$ cat src/aerc_pkg.sv
/*
 * constants, register map and state encoding of the converter enable and
 * soft reset control block.
 * assumes a 20 mhz ref_clk and a 32-bit avalon-mm register bus.
 */
package aerc_pkg;
    // register byte offsets
    localparam logic [5:0] CTRL_OFFSET = 6'h00;
    localparam logic [5:0] IRQ_STATUS_OFFSET = 6'h04;
    localparam logic [5:0] IRQ_CLEAR_OFFSET = 6'h08;
    localparam logic [5:0] IRQ_ENABLE_OFFSET = 6'h0c;
    localparam logic [5:0] ENGINE_STATUS_OFFSET = 6'h10;
    localparam logic [5:0] AUX_CTRL_OFFSET = 6'h14;

    // conversion_control_0 fields
    localparam int EN_BIT = 15;
    localparam int SR_BIT = 14;
    localparam int FRZ_BIT = 13;
    localparam int WAIT_BIT = 12;
    localparam int PATH_LSB = 10;
    localparam int STORE_BIT = 9;
    localparam int FLOW_BIT = 8;
    localparam logic [15:0] CTRL_RESET = 16'h0000;
    localparam logic AUX_RESET = 1'h0;

    // flow_reg_access_path encodings
    localparam logic [1:0] PATH_NONE = 2'h0;
    localparam logic [1:0] PATH_INTERNAL = 2'h1;
    localparam logic [1:0] PATH_BUS = 2'h2;
    localparam logic [1:0] PATH_DUAL = 2'h3;

    // event bits of the interrupt status register
    localparam int EV_DONE = 0;
    localparam int EV_OVERRUN = 1;
    localparam int EV_SEVERE = 2;
    localparam int EV_SR_DONE = 3;
    localparam int EV_DIS_DONE = 4;
    localparam int EV_EARLY_TRIG = 5;
    localparam int EV_COUNT = 6;

    // timing
    localparam int CLK_PERIOD_NS = 50;
    localparam int DISABLE_NS = 1000;
    localparam int RECOVERY_NS = 2000;
    localparam int DISABLE_CYC = DISABLE_NS / CLK_PERIOD_NS;
    localparam int RECOVERY_CYC = (RECOVERY_NS + CLK_PERIOD_NS - 1) / CLK_PERIOD_NS;
    localparam int SOFT_RESET_CYC = 4;
    localparam int CONV_CYC = 14;
    localparam int TIMER_W = 8;

    localparam int INDEX_W = 6;
    localparam int LIST_LEN = 64;

    typedef enum logic [2:0] {
        ST_IDLE = 3'h0,
        ST_RECOVER = 3'h1,
        ST_READY = 3'h3,
        ST_CONVERT = 3'h2,
        ST_HALTED = 3'h6,
        ST_DISABLING = 3'h7,
        ST_SOFTRST = 3'h5,
        ST_STOPPED = 3'h4
    } aerc_state_type;
endpackage

$ cat src/aerc_control.sv
/*
 * converter enable, recovery, disable latency, soft reset and freeze/wait
 * halting, with conversion_control_0 and status registers on avalon-mm.
 * assumes conv_trigger, freeze_mode, wait_mode and severe_error are
 * synchronous to ref_clk; the bus master holds a request until waitrequest low.
 */
// Behaviour
// RULE1: enable, reset, halt selects always writable
// RULE2: flow config bits locked while enabled, unless special
// RULE3: bit 15 enables converter and analog front end
// RULE4: disabling aborts sequence, discards pending results
// RULE5: re-enable waits for disable latency to finish
// RULE6: software waits recovery time before first trigger
// RULE7: soft reset clears flags, indices, list selects
// RULE8: severe error stops converter until soft reset
// RULE9: soft reset bit sticky, hardware clears when done
// RULE10: bit 13 freeze halts at conversion boundary
// RULE11: bit 12 wait halts at conversion boundary
// RULE12: bit 8 selects restart or trigger flow
// RULE13: bits 11:10 select flow register access path
// RULE14: soft reset reads one, blocks triggers meanwhile
`timescale 1ns/1ns
`default_nettype none
module aerc_control #(
    parameter int DISABLE_CYC = aerc_pkg::DISABLE_CYC,
    parameter int RECOVERY_CYC = aerc_pkg::RECOVERY_CYC,
    parameter int SOFT_RESET_CYC = aerc_pkg::SOFT_RESET_CYC,
    parameter int CONV_CYC = aerc_pkg::CONV_CYC,
    parameter int LIST_LEN = aerc_pkg::LIST_LEN
) (
    input wire logic ref_clk,
    input wire logic rst_b,
    input wire logic [5:0] avs_address,
    input wire logic avs_read,
    input wire logic avs_write,
    input wire logic [31:0] avs_writedata,
    input wire logic [3:0] avs_byteenable,
    output logic [31:0] avs_readdata,
    output logic avs_waitrequest,
    input wire logic conv_trigger,
    input wire logic freeze_mode,
    input wire logic wait_mode,
    input wire logic severe_error,
    output logic analog_enable,
    output logic conv_busy,
    output logic result_store,
    output logic result_discard,
    output logic [aerc_pkg::INDEX_W-1:0] cmd_index,
    output logic [aerc_pkg::INDEX_W-1:0] result_index,
    output logic command_list_select,
    output logic result_list_select,
    output logic flow_mode_select,
    output logic abort_result_store,
    output logic [1:0] flow_reg_access_path,
    output logic converter_soft_reset,
    output logic irq
);
    localparam int TW = aerc_pkg::TIMER_W;
    localparam int IW = aerc_pkg::INDEX_W;
    localparam int NE = aerc_pkg::EV_COUNT;

    if (DISABLE_CYC < 2 || RECOVERY_CYC < 2 || SOFT_RESET_CYC < 2 || CONV_CYC < 2 ||
        DISABLE_CYC > 2 ** TW || RECOVERY_CYC > 2 ** TW || SOFT_RESET_CYC > 2 ** TW ||
        CONV_CYC > 2 ** TW) begin : g_bad_time
        $error("aerc_control: cycle count outside timer range");
    end
    if (LIST_LEN < 2 || LIST_LEN > 2 ** IW) begin : g_bad_list
        $error("aerc_control: list length outside index range");
    end

    typedef struct packed {
        aerc_pkg::aerc_state_type state;
        logic [15:0] ctrl;
        logic sma;
        logic overrun;
        logic error;
        logic cmd_sel;
        logic res_sel;
        logic [IW-1:0] cmd_idx;
        logic [IW-1:0] res_idx;
        logic analog_en;
        logic busy;
        logic store;
        logic discard;
        logic waitreq;
        logic [31:0] rdata;
    } aerc_core_type;

    aerc_core_type st_reg;
    aerc_core_type st_next;

    logic [NE-1:0] events;
    logic [NE-1:0] irq_status;
    logic [NE-1:0] irq_enable;
    logic tmr_load;
    logic [TW-1:0] tmr_value;
    logic tmr_done;
    logic wr_take;
    logic ctrl_wr_hi;
    logic halt_cond;
    logic sr_req;

    // a write takes effect on the edge that sees waitrequest low
    assign wr_take = avs_write && !st_reg.waitreq;
    assign ctrl_wr_hi = wr_take && avs_address == aerc_pkg::CTRL_OFFSET && avs_byteenable[1];
    assign halt_cond = (freeze_mode && st_reg.ctrl[aerc_pkg::FRZ_BIT]) // RULE10
        || (wait_mode && st_reg.ctrl[aerc_pkg::WAIT_BIT]); // RULE11

    aerc_timer #(
        .W(TW)
    ) u_timer (
        .ref_clk(ref_clk),
        .rst_b(rst_b),
        .load(tmr_load),
        .load_value(tmr_value),
        .done(tmr_done)
    );

    aerc_irq #(
        .N(NE)
    ) u_irq (
        .ref_clk(ref_clk),
        .rst_b(rst_b),
        .event_in(events),
        .clear_we(wr_take && avs_address == aerc_pkg::IRQ_CLEAR_OFFSET && avs_byteenable[0]),
        .clear_mask(avs_writedata[NE-1:0]),
        .enable_we(wr_take && avs_address == aerc_pkg::IRQ_ENABLE_OFFSET && avs_byteenable[0]),
        .enable_value(avs_writedata[NE-1:0]),
        .status(irq_status),
        .enable(irq_enable),
        .irq(irq)
    );

    always_comb begin
        st_next = st_reg;
        events = '0;
        tmr_load = 1'h0;
        tmr_value = '0;
        st_next.store = 1'h0;
        st_next.discard = 1'h0;
        // one wait cycle per request, then the answer
        st_next.waitreq = !((avs_read || avs_write) && st_reg.waitreq);

        if (ctrl_wr_hi) begin
            st_next.ctrl[aerc_pkg::EN_BIT] = avs_writedata[aerc_pkg::EN_BIT]; // RULE1
            st_next.ctrl[aerc_pkg::FRZ_BIT] = avs_writedata[aerc_pkg::FRZ_BIT]; // RULE1
            st_next.ctrl[aerc_pkg::WAIT_BIT] = avs_writedata[aerc_pkg::WAIT_BIT]; // RULE1
            // a written zero never cancels a running soft reset
            if (avs_writedata[aerc_pkg::SR_BIT]) begin
                st_next.ctrl[aerc_pkg::SR_BIT] = 1'h1; // RULE9
            end
            if (!st_reg.ctrl[aerc_pkg::EN_BIT] || st_reg.sma) begin
                st_next.ctrl[aerc_pkg::PATH_LSB+:2] = avs_writedata[aerc_pkg::PATH_LSB+:2]; // RULE2
                st_next.ctrl[aerc_pkg::STORE_BIT] = avs_writedata[aerc_pkg::STORE_BIT]; // RULE2
                st_next.ctrl[aerc_pkg::FLOW_BIT] = avs_writedata[aerc_pkg::FLOW_BIT]; // RULE2
            end
        end
        if (wr_take && avs_address == aerc_pkg::AUX_CTRL_OFFSET && avs_byteenable[0]) begin
            st_next.sma = avs_writedata[0];
        end

        if (avs_read && st_reg.waitreq) begin
            case (avs_address)
                aerc_pkg::CTRL_OFFSET: st_next.rdata = {16'h0000, st_reg.ctrl};
                aerc_pkg::IRQ_STATUS_OFFSET: st_next.rdata = {{(32 - NE){1'b0}}, irq_status};
                aerc_pkg::IRQ_ENABLE_OFFSET: st_next.rdata = {{(32 - NE){1'b0}}, irq_enable};
                aerc_pkg::ENGINE_STATUS_OFFSET: st_next.rdata = {7'h00, st_reg.analog_en,
                    2'h0, st_reg.res_idx, 2'h0, st_reg.cmd_idx, 1'h0, st_reg.res_sel,
                    st_reg.cmd_sel, st_reg.error, st_reg.overrun, st_reg.state};
                aerc_pkg::AUX_CTRL_OFFSET: st_next.rdata = {31'h00000000, st_reg.sma};
                default: st_next.rdata = 32'h00000000;
            endcase
        end

        sr_req = st_next.ctrl[aerc_pkg::SR_BIT];
        case (st_reg.state)
            aerc_pkg::ST_IDLE: begin
                if (st_reg.ctrl[aerc_pkg::EN_BIT] && !sr_req) begin
                    st_next.state = aerc_pkg::ST_RECOVER;
                    tmr_load = 1'h1;
                    tmr_value = TW'(RECOVERY_CYC - 1);
                end
            end
            aerc_pkg::ST_RECOVER: begin
                if (!st_reg.ctrl[aerc_pkg::EN_BIT]) begin
                    st_next.state = aerc_pkg::ST_DISABLING;
                    tmr_load = 1'h1;
                    tmr_value = TW'(DISABLE_CYC - 1);
                end else begin
                    // triggers before recovery ends are dropped and reported
                    events[aerc_pkg::EV_EARLY_TRIG] = conv_trigger; // RULE6
                    if (tmr_done) begin
                        st_next.state = aerc_pkg::ST_READY;
                    end
                end
            end
            aerc_pkg::ST_READY: begin
                if (!st_reg.ctrl[aerc_pkg::EN_BIT]) begin
                    st_next.state = aerc_pkg::ST_DISABLING;
                    tmr_load = 1'h1;
                    tmr_value = TW'(DISABLE_CYC - 1);
                end else if (halt_cond) begin
                    st_next.state = aerc_pkg::ST_HALTED;
                end else if (conv_trigger && !sr_req) begin // RULE14
                    st_next.state = aerc_pkg::ST_CONVERT;
                    tmr_load = 1'h1;
                    tmr_value = TW'(CONV_CYC - 1);
                end
            end
            aerc_pkg::ST_CONVERT: begin
                if (!st_reg.ctrl[aerc_pkg::EN_BIT]) begin
                    st_next.state = aerc_pkg::ST_DISABLING;
                    st_next.discard = 1'h1; // RULE4
                    tmr_load = 1'h1;
                    tmr_value = TW'(DISABLE_CYC - 1);
                end else begin
                    if (conv_trigger) begin
                        st_next.overrun = 1'h1;
                        events[aerc_pkg::EV_OVERRUN] = 1'h1;
                    end
                    if (tmr_done) begin
                        st_next.store = 1'h1;
                        events[aerc_pkg::EV_DONE] = 1'h1;
                        if (st_reg.cmd_idx == IW'(LIST_LEN - 1)) begin
                            st_next.cmd_idx = '0;
                            st_next.res_idx = '0;
                            st_next.cmd_sel = !st_reg.cmd_sel;
                            st_next.res_sel = !st_reg.res_sel;
                        end else begin
                            st_next.cmd_idx = st_reg.cmd_idx + 1'b1;
                            st_next.res_idx = st_reg.res_idx + 1'b1;
                        end
                        // a halt takes hold here at the boundary, or in ST_READY before a trigger starts
                        st_next.state = halt_cond ? aerc_pkg::ST_HALTED : aerc_pkg::ST_READY;
                    end
                end
            end
            aerc_pkg::ST_HALTED: begin
                if (!st_reg.ctrl[aerc_pkg::EN_BIT]) begin
                    st_next.state = aerc_pkg::ST_DISABLING;
                    tmr_load = 1'h1;
                    tmr_value = TW'(DISABLE_CYC - 1);
                end else if (!halt_cond) begin
                    st_next.state = aerc_pkg::ST_READY;
                end
            end
            aerc_pkg::ST_STOPPED: begin
                st_next.state = aerc_pkg::ST_STOPPED; // RULE8
            end
            aerc_pkg::ST_DISABLING: begin
                if (tmr_done) begin
                    st_next.state = aerc_pkg::ST_IDLE; // RULE5
                    events[aerc_pkg::EV_DIS_DONE] = 1'h1;
                end
            end
            aerc_pkg::ST_SOFTRST: begin
                st_next.cmd_idx = '0; // RULE7
                st_next.res_idx = '0;
                st_next.cmd_sel = 1'h0;
                st_next.res_sel = 1'h0;
                st_next.overrun = 1'h0;
                st_next.error = 1'h0;
                if (tmr_done) begin
                    st_next.state = aerc_pkg::ST_IDLE;
                    st_next.ctrl[aerc_pkg::SR_BIT] = 1'h0; // RULE9
                    events[aerc_pkg::EV_SR_DONE] = 1'h1;
                end
            end
            default: begin
                st_next.state = aerc_pkg::ST_IDLE;
            end
        endcase

        if (severe_error && st_reg.state != aerc_pkg::ST_SOFTRST &&
            st_reg.state != aerc_pkg::ST_IDLE && st_reg.state != aerc_pkg::ST_DISABLING) begin
            st_next.error = 1'h1;
            events[aerc_pkg::EV_SEVERE] = 1'h1;
            st_next.state = aerc_pkg::ST_STOPPED; // RULE8
            st_next.store = 1'h0;
        end

        // soft reset wins over every other transition
        if (sr_req && st_reg.state != aerc_pkg::ST_SOFTRST) begin
            st_next.state = aerc_pkg::ST_SOFTRST; // RULE7
            st_next.store = 1'h0;
            st_next.discard = st_reg.state == aerc_pkg::ST_CONVERT;
            tmr_load = 1'h1;
            tmr_value = TW'(SOFT_RESET_CYC - 1);
        end

        st_next.analog_en = st_next.ctrl[aerc_pkg::EN_BIT] && // RULE3
            (st_next.state == aerc_pkg::ST_RECOVER || st_next.state == aerc_pkg::ST_READY ||
            st_next.state == aerc_pkg::ST_CONVERT || st_next.state == aerc_pkg::ST_HALTED ||
            st_next.state == aerc_pkg::ST_STOPPED);
        st_next.busy = st_next.state == aerc_pkg::ST_CONVERT;
    end

    always_ff @(posedge ref_clk or negedge rst_b) begin
        if (!rst_b) begin
            st_reg <= '0;
            st_reg.state <= aerc_pkg::ST_IDLE;
            st_reg.ctrl <= aerc_pkg::CTRL_RESET;
            st_reg.sma <= aerc_pkg::AUX_RESET;
            st_reg.waitreq <= 1'h1;
        end else begin
            st_reg <= st_next;
        end
    end

    assign avs_readdata = st_reg.rdata;
    assign avs_waitrequest = st_reg.waitreq;
    assign analog_enable = st_reg.analog_en;
    assign conv_busy = st_reg.busy;
    assign result_store = st_reg.store;
    assign result_discard = st_reg.discard;
    assign cmd_index = st_reg.cmd_idx;
    assign result_index = st_reg.res_idx;
    assign command_list_select = st_reg.cmd_sel;
    assign result_list_select = st_reg.res_sel;
    assign flow_mode_select = st_reg.ctrl[aerc_pkg::FLOW_BIT]; // RULE12
    assign abort_result_store = st_reg.ctrl[aerc_pkg::STORE_BIT];
    assign flow_reg_access_path = st_reg.ctrl[aerc_pkg::PATH_LSB+:2]; // RULE13
    assign converter_soft_reset = st_reg.ctrl[aerc_pkg::SR_BIT]; // RULE14
endmodule // aerc_control
`default_nettype wire

$ cat src/aerc_timer.sv
/*
 * one-shot down counter; done pulses once, load_value cycles after load.
 * assumes load is a single-cycle request from the owning state machine.
 */
`timescale 1ns/1ns
`default_nettype none
module aerc_timer #(
    parameter int W = aerc_pkg::TIMER_W
) (
    input wire logic ref_clk,
    input wire logic rst_b,
    input wire logic load,
    input wire logic [W-1:0] load_value,
    output logic done
);
    if (W < 2) begin : g_bad_width
        $error("aerc_timer: width too small");
    end

    typedef struct packed {
        logic [W-1:0] count;
        logic done;
    } aerc_timer_type;

    aerc_timer_type st_reg;
    aerc_timer_type st_next;

    always_comb begin
        st_next = st_reg;
        st_next.done = 1'h0;
        if (load) begin
            st_next.count = load_value;
        end else if (st_reg.count != '0) begin
            st_next.count = st_reg.count - 1'b1;
            st_next.done = (st_reg.count == W'(1));
        end
    end

    always_ff @(posedge ref_clk or negedge rst_b) begin
        if (!rst_b) begin
            st_reg <= '0;
        end else begin
            st_reg <= st_next;
        end
    end

    assign done = st_reg.done;
endmodule // aerc_timer
`default_nettype wire

$ cat src/aerc_irq.sv
/*
 * sticky event status, enable mask, write-one-to-clear and level interrupt.
 * assumes event pulses and bus strobes are synchronous to ref_clk.
 */
`timescale 1ns/1ns
`default_nettype none
module aerc_irq #(
    parameter int N = aerc_pkg::EV_COUNT
) (
    input wire logic ref_clk,
    input wire logic rst_b,
    input wire logic [N-1:0] event_in,
    input wire logic clear_we,
    input wire logic [N-1:0] clear_mask,
    input wire logic enable_we,
    input wire logic [N-1:0] enable_value,
    output logic [N-1:0] status,
    output logic [N-1:0] enable,
    output logic irq
);
    if (N < 1 || N > 32) begin : g_bad_count
        $error("aerc_irq: event count out of range");
    end

    typedef struct packed {
        logic [N-1:0] status;
        logic [N-1:0] enable;
        logic irq;
    } aerc_irq_type;

    aerc_irq_type st_reg;
    aerc_irq_type st_next;

    always_comb begin
        st_next = st_reg;
        // a new event in the clearing cycle survives the clear
        for (int i = 0; i < N; i++) begin
            st_next.status[i] = (st_reg.status[i] & ~(clear_we & clear_mask[i])) | event_in[i];
        end
        if (enable_we) begin
            st_next.enable = enable_value;
        end
        st_next.irq = |(st_next.status & st_next.enable);
    end

    always_ff @(posedge ref_clk or negedge rst_b) begin
        if (!rst_b) begin
            st_reg <= '0;
        end else begin
            st_reg <= st_next;
        end
    end

    assign status = st_reg.status;
    assign enable = st_reg.enable;
    assign irq = st_reg.irq;
endmodule // aerc_irq
`default_nettype wire

$ cat config.mk
export PLATFORM = sky130hd
export DESIGN_NAME = aerc_control
export DESIGN_NICKNAME = d
export VERILOG_FILES = /design/src/aerc_pkg.sv /design/src/aerc_control.sv /design/src/aerc_timer.sv /design/src/aerc_irq.sv
export SDC_FILE = /design/constraint.sdc
export NUM_CORES = 1
export LEC_CHECK = 0
export BUFFER_PORTS_ARGS = -buffer_cell sky130_fd_sc_hd__buf_2
export CAP_MARGIN = 20
export CORE_MARGIN = 2
export CORE_UTILIZATION = 30
export DETAILED_ROUTE_END_ITERATION = 12
export GPL_TIMING_DRIVEN = 0
export PLACE_DENSITY = 0.6
export SYNTH_ARGS = -nofsm -noshare
export SYNTH_HDL_FRONTEND = slang
export SYNTH_SLANG_ARGS = --single-unit
$ cat constraint.sdc
create_clock -name ref_clk -period 1.9 [get_ports ref_clk]
set_input_delay 0.285 -clock ref_clk [delete_from_list [all_inputs] [get_ports ref_clk]]
set_output_delay 0.285 -clock ref_clk [all_outputs]
set_load 0.02 [all_outputs]
; ---- Word level (Yosys, flattened, before mapping)
; Index checks and enable logic that the tools add are counted.
[op_classes]
n_reduce_logical = 47
mux = 62
bitwise = 25
eq_ne = 25
n_addsub = 3
[op_table]
columns = op, n
row1 = $pmux W25 S5, 1
row2 = $mux W3, 14
row3 = $mux W14, 2
row4 = $pmux W14 S2, 1
row5 = $mux W8, 3
row6 = $mux W1, 23
row7 = $pmux W3 S7, 1
row8 = $logic_and A1 B1 Y1, 20
row9 = $eq A3 B3 Y1 const B, 6
row10 = $pmux W6 S3, 1
row11 = $add A6 B1 Y6 const B, 2
row12 = $and A1 B1 Y1, 12
row13 = $eq A3 B2 Y1 const B, 4
row14 = $eq A6 B4 Y1 const B, 2
row15 = $eq A6 B5 Y1 const B, 2
row16 = $mux W12, 1
row17 = $mux W4, 3
row18 = $mux W6, 2
row19 = $mux W2, 5
row20 = $mux W5, 2
row21 = $mux W9, 1
row22 = $eq A8 B1 Y1 const B, 1
row23 = $reduce_bool A8 Y1, 1
row24 = $sub A8 B1 Y8 const B, 1
row25 = other kinds (23), 51
[totals]
wordCells = 184
reg_bits = 87
in_bits = 50
output_inout_bits = 57

; ---- Longest topological paths before layout
[logic_depth]
word_depth = 19
mapped_depth = 7
depth_no_buf = 6

; ---- Cells and area by module
; Synthesis repeated with hierarchy kept, for this count alone.
[unflattened]
cells_unflattened = 438
area_unflattened_um2 = 4246.6
[by_module_without_submodules]
columns = module, seq_area_each_um2, cells_per_inst, area_per_inst_um2, n_inst
row1 = aerc_control, 1377.6, 344, 3168.0, 1
row2 = aerc_timer, 225.2, 58, 545.5, 1
row3 = aerc_irq, 325.3, 36, 533.0, 1

; ---- Worst setup path before layout
; No wires, ideal clock.
[synth_timing]
path_type = register to register
from = register st_reg, in the netlist avs_waitrequest
to = register u_timer.st_reg[3] (netlist bit)
stages_incl_launch_ff = 6
path_slack_ns = 0.053
n_path_buf = 0
required_time_ns = 1.776
setup_ns = 0.124
t_arrival_ns = 1.723
period_less_slack_ns = 1.847
cell_sequence = dfstp_2 > and3b_1 > a41o_1 > nor3_1 > nor3_1 > a211o_1
[synth_via]
elab_chain_cells = 13
elab_cells_between_ends = 23
cone_classes = mux (14) / reduce/logical (9)
[synth_lines]
columns = element, line_no
row1 = from (decl), aerc_control.sv:89  ; aerc_core_type st_reg;
row2 = from (signal assigned), aerc_control.sv:306  ; st_reg <= st_next;
row3 = $logic_not A1 Y1 (*), aerc_control.sv:104  ; assign wr_take = avs_write && !st_reg.waitreq;
row4 = $logic_and A1 B1 Y1 (*), aerc_control.sv:104
row5 = $logic_and A1 B1 Y1 (*) (2 in series), aerc_control.sv:105  ; assign ctrl_wr_hi = wr_take && avs_address == aerc_pkg::CTRL_OFFSET && avs_byteenable[1];
row6 = $mux W8 (*), aerc_control.sv:144  ; if (ctrl_wr_hi) begin
row7 = $logic_not A1 Y1, "aerc_control.sv:178, aerc_control.sv:204"
row8 = $logic_and A1 B1 Y1, aerc_control.sv:204  ; end else if (conv_trigger && !sr_req) begin
row9 = $mux W4 or $mux W1 (tied branches), aerc_control.sv:204
row10 = $mux W4 or $mux W1 (tied branches), aerc_control.sv:202  ; end else if (halt_cond) begin
row11 = $mux W5 or $mux W1 (tied branches), aerc_control.sv:198  ; if (!st_reg.ctrl[aerc_pkg::EN_BIT]) begin
row12 = $pmux W6 S3 or $pmux W1 S3 (tied branches), aerc_control.sv:176  ; case (st_reg.state)
row13 = $mux W8 or $mux W1 (tied branches), aerc_control.sv:283  ; if (sr_req && st_reg.state != aerc_pkg::ST_SOFTRST) begin
row14 = $mux W8 or $reduce_bool A2 Y1 (tied branches), --
row15 = to (signal assigned), aerc_timer.sv:43  ; st_reg <= st_next;
row16 = to (decl), aerc_timer.sv:25  ; aerc_timer_type st_reg;
; Every way passes the cells marked *; elsewhere a longest branch is shown, timed or not.
; A chain may end at the register's enable or synchronous reset.

==> flow_metrics.py <==
metrics = {
    "global_routing": {
        "grt_max_degree": 52,
        "grt_pass1_wl_um": 16910,
        "overflow": 0,
        "grt_pass1_vias": 3276,
        "grtUsageTotal_pct": 14.78,
        "antenna_found_initial": 0,
    },
    "timing": {
        "fmax_mhz": 528.0,
        "period_minus_slack_ns": 1.894,
        "skew_ns": 0.008822,
        "rsz0062_at_grt": "true",
        "slew_viol_final": 0,
        "finalHoldViolCount": 0,
        "setup_violations": 0,
        "min_period_over_period_pct": 99.68,
        "relSlewSlack_pct": 63.08,
        "setup-tns-final_ns": 0,
        "tightest_slew_ns": 0.5399,
    },
    "job": {
        "maxCapViolations": 0,
    },
    "die": {
        "die-area_sq_mm": 0.01459,
        "start_util_pct": 30.77,
        "die_w_um": 120.8,
        "io-pin-count": 107,
        "num_rows": 42,
        "core_area_sq_mm": 0.01330,
        "die_h_um": 120.8,
    },
    "pwr": {
        "switching_share_pct": 30.93,
        "p_switching_uw": 1428,
        "p_comb_share_pct": 22.1,
        "powerDensity_mw_per_mm2": 898.5,
        "p_leak_uw": 0.002523,
        "seqPwrFrac_pct": 44.0,
        "finalPower_uw": 4618,
        "internal_power_uw": 3190,
        "pwr-share-clk_pct": 33.9,
        "vdd_drop_max_v": 0.0003863,
    },
    "logic_synthesis": {
        "synthArstFlopShare_pct": 100.0,
        "synth.ff_latch_count": 77,
        "syn_inst": 418,
        "avgSynthCellArea_sq_um": 9.788,
        "ys_seq_area_share_pct": 47.13,
        "yosysUniqueCellTypes": 64,
        "yosysWarnings": 0,
        "synth_edf_count": 0,
        "synth-main-ff-cell": "dfrtp_1",
        "synth_area_sq_mm": 0.004091,
    },
    "cts": {
        "clock_latency_ns": 0.34,
        "path_clk_slew_ns": 0.06,
        "cts_tree": "done",
        "max-clock-path-buffers": 2,
        "h-tree-depth": 3,
        "numCtsBuffers": 9,
        "cts_sinks": 77,
        "cts-root-buf": "clkbuf_16",
    },
    "worst_setup_path": {
        "crit_type": "reg -> reg",
        "crit_fanout": 6,
        "cp.required_ns": 2.12,
        "endpoint_kind": "register",
        "startpoint_type": "register",
        "ff2ff_setup_slack_ns": 0.006,
        "worst_ep_arrival_time_ns": 2.11,
    },
    "worst_hold_path": {
        "hold_path.class": "in -> reg",
    },
    "placed_design": {
        "hpwl_um": 7785,
        "io_buffers": 75,
        "gp_congestion": 0.8795,
    },
    "final_layout": {
        "areaGrowthSynthToFinish_pct": 25.63,
        "layout.nets": 572,
        "final_layout_size_suffix_gt1_share_pct": 35.70,
        "antenna_cells": 0,
        "fillCellCount": 1317,
        "largest_reg_flops": 22,
    },
    "drt": {
        "postRouteWirelength_um": 10330,
        "ant_nets": 0,
        "route.detailed.drc": 0,
        "drt_iter0_markers": 331,
        "vias": 3423,
        "avgViaCountPerCell": 4.911,
        "dr.pass1.iters": 5,
        "wl_per_cell_um": 14.83,
    },
    "status": {
        "run_status": "finished, final reports clean",
    },
}
## per-stage QoR
stage / worst slack, ns / cell area [sq um] / hold slack, ns / util (%) / instances
final: 0.006060 / 5140 / 0.1141 / 38.66 / 697
after floorplan: 0.05342 / 4125 / -0.01059 / - / 427
after detailed placement: -0.3607 / 4751 / 0.2462 / 35.73 / 679
after global placement: -0.3772 / 4721 / 0.4482 / 35.51 / 678
after CTS: 0.003509 / 5087 / 0.1065 / 38.26 / 695
after global routing: -0.07186 / 5140 / 0.1187 / 38.66 / 697
## routing by layer
metal  GRT usage, %  share of wire [%]  vias up
met1          20.23                 44     1659
met3          2.453                6.7       13
met5              0                  0        -
li1               -                  -     1639
met4          6.177                1.6        0
met2          23.16                 47      112
## cell usage in the layout, fill, tap and decap left out, types with 6 or more instances in the layout
master and n:
nand2_1 51, nor2_1 19, o21ai_0 48, buf_4 54
buf_2 75, inv_1 8, dfrtp_1 74, clkbuf_1 10
nand4_1 10, xor2_1 7, a22o_1 6, and3_1 6
nand3_1 7, a22oi_1 10, mux2_2 14, clkbuf_16 9
conb_1 10, nor3_1 7
## worst max-delay path, cell delays in order, from the launching register on
cell and delay [ns]:
dfstp_2 0.57, and3b_1 0.24, a41oi_4 0.24, a21oi_1 0.15
or2_1 0.25, a311oi_2 0.32
## cell families (layout without fill, tap and decap cells)
family | count (synthesis) | count (layout) | share of synthesized area [%]
compound gates | 104 | 104 | 17.06
xor+xnor | 10 | 10 | 2.141
fa+ha+maj | 5 | 5 | 1.529
buf+inv | 75 | 169 | 11.31
flops | 77 | 77 | 47.13
mux | 15 | 15 | 4.098
other cells | 1 | 10 | 0.09166
simple gates | 131 | 131 | 16.64
## Yosys cell counts (all sizes together) (2+ instances only)
cell / number / area share (%)
dfrtp: 76 / 46
xnor2: 3 / 0.64
clkbuf: 18 / 1.7
a222oi: 5 / 1.2
mux2: 14 / 3.9
o211ai: 2 / 0.37
a22o: 6 / 1.3
nor2: 20 / 1.8
nor2b: 2 / 0.31
ha: 5 / 1.5
and3: 6 / 0.92
a21o: 3 / 0.55
a31oi: 4 / 0.61
nor3b: 2 / 0.49
and3b: 3 / 0.64
a22oi: 10 / 1.8
nor3: 9 / 1.2
o21bai: 4 / 0.73
o21ai: 50 / 6.1
or2: 3 / 0.46
nand3: 8 / 0.98
and2: 2 / 0.31
nand2: 51 / 4.7
a21oi: 5 / 0.61
nand4: 10 / 1.5
nand2b: 4 / 0.61
nor4: 2 / 0.67
nand4b: 2 / 0.43
inv: 8 / 0.73
xor2: 7 / 1.5
buf: 49 / 8.9
## layout make-up
class / instances / area [sq um] / area share, %
clock buffers: 11 / 242.7 / 4.722
repair buffers: 83 / 460.4 / 8.958
plain buffers: 63 / 429.2 / 8.350
inverters: 8 / 30.03 / 0.5842
flip-flops and latches: 77 / 1931 / 37.56
multi-input cells: 275 / 1802 / 35.05
clock inverters: 4 / 25.02 / 0.4869
well taps: 176 / 220.2 / 4.284
## power by group through the flow
stage / registers (uW) / logic (uW) / clock network [uW]
final: 2030 / 1020 / 1570
after global routing: 2060 / 1130 / 1670
after global placement: 2040 / 959 / 0
after detailed placement: 2050 / 991 / 0
after floorplan: 2000 / 720 / 0
after CTS: 2030 / 1010 / 1590
## timing repair
action | 4_1_cts | 5_1_grt
resized for setup | 15 | 11
hold buffers | 1 | 0
pin swaps | 3 | 1
setup endpoints to repair | 22 | 36
setup buffers | 3 | 3
hold endpoints to repair | 26 | 0
## final timing paths
kind                                    to       startpoint  cells after the start
setup / recovery             analog_enable  avs_waitrequest                      5
hold / removal             avs_waitrequest         avs_read                      2
setup reg to reg             analog_enable  avs_waitrequest                      5
hold reg to reg            avs_readdata[9]  avs_readdata[9]                      2
max in group asynchronous  avs_waitrequest            rst_b                      3
min in group asynchronous  u_irq.enable[2]            rst_b                      2
Power figures use the tool's default switching activity.
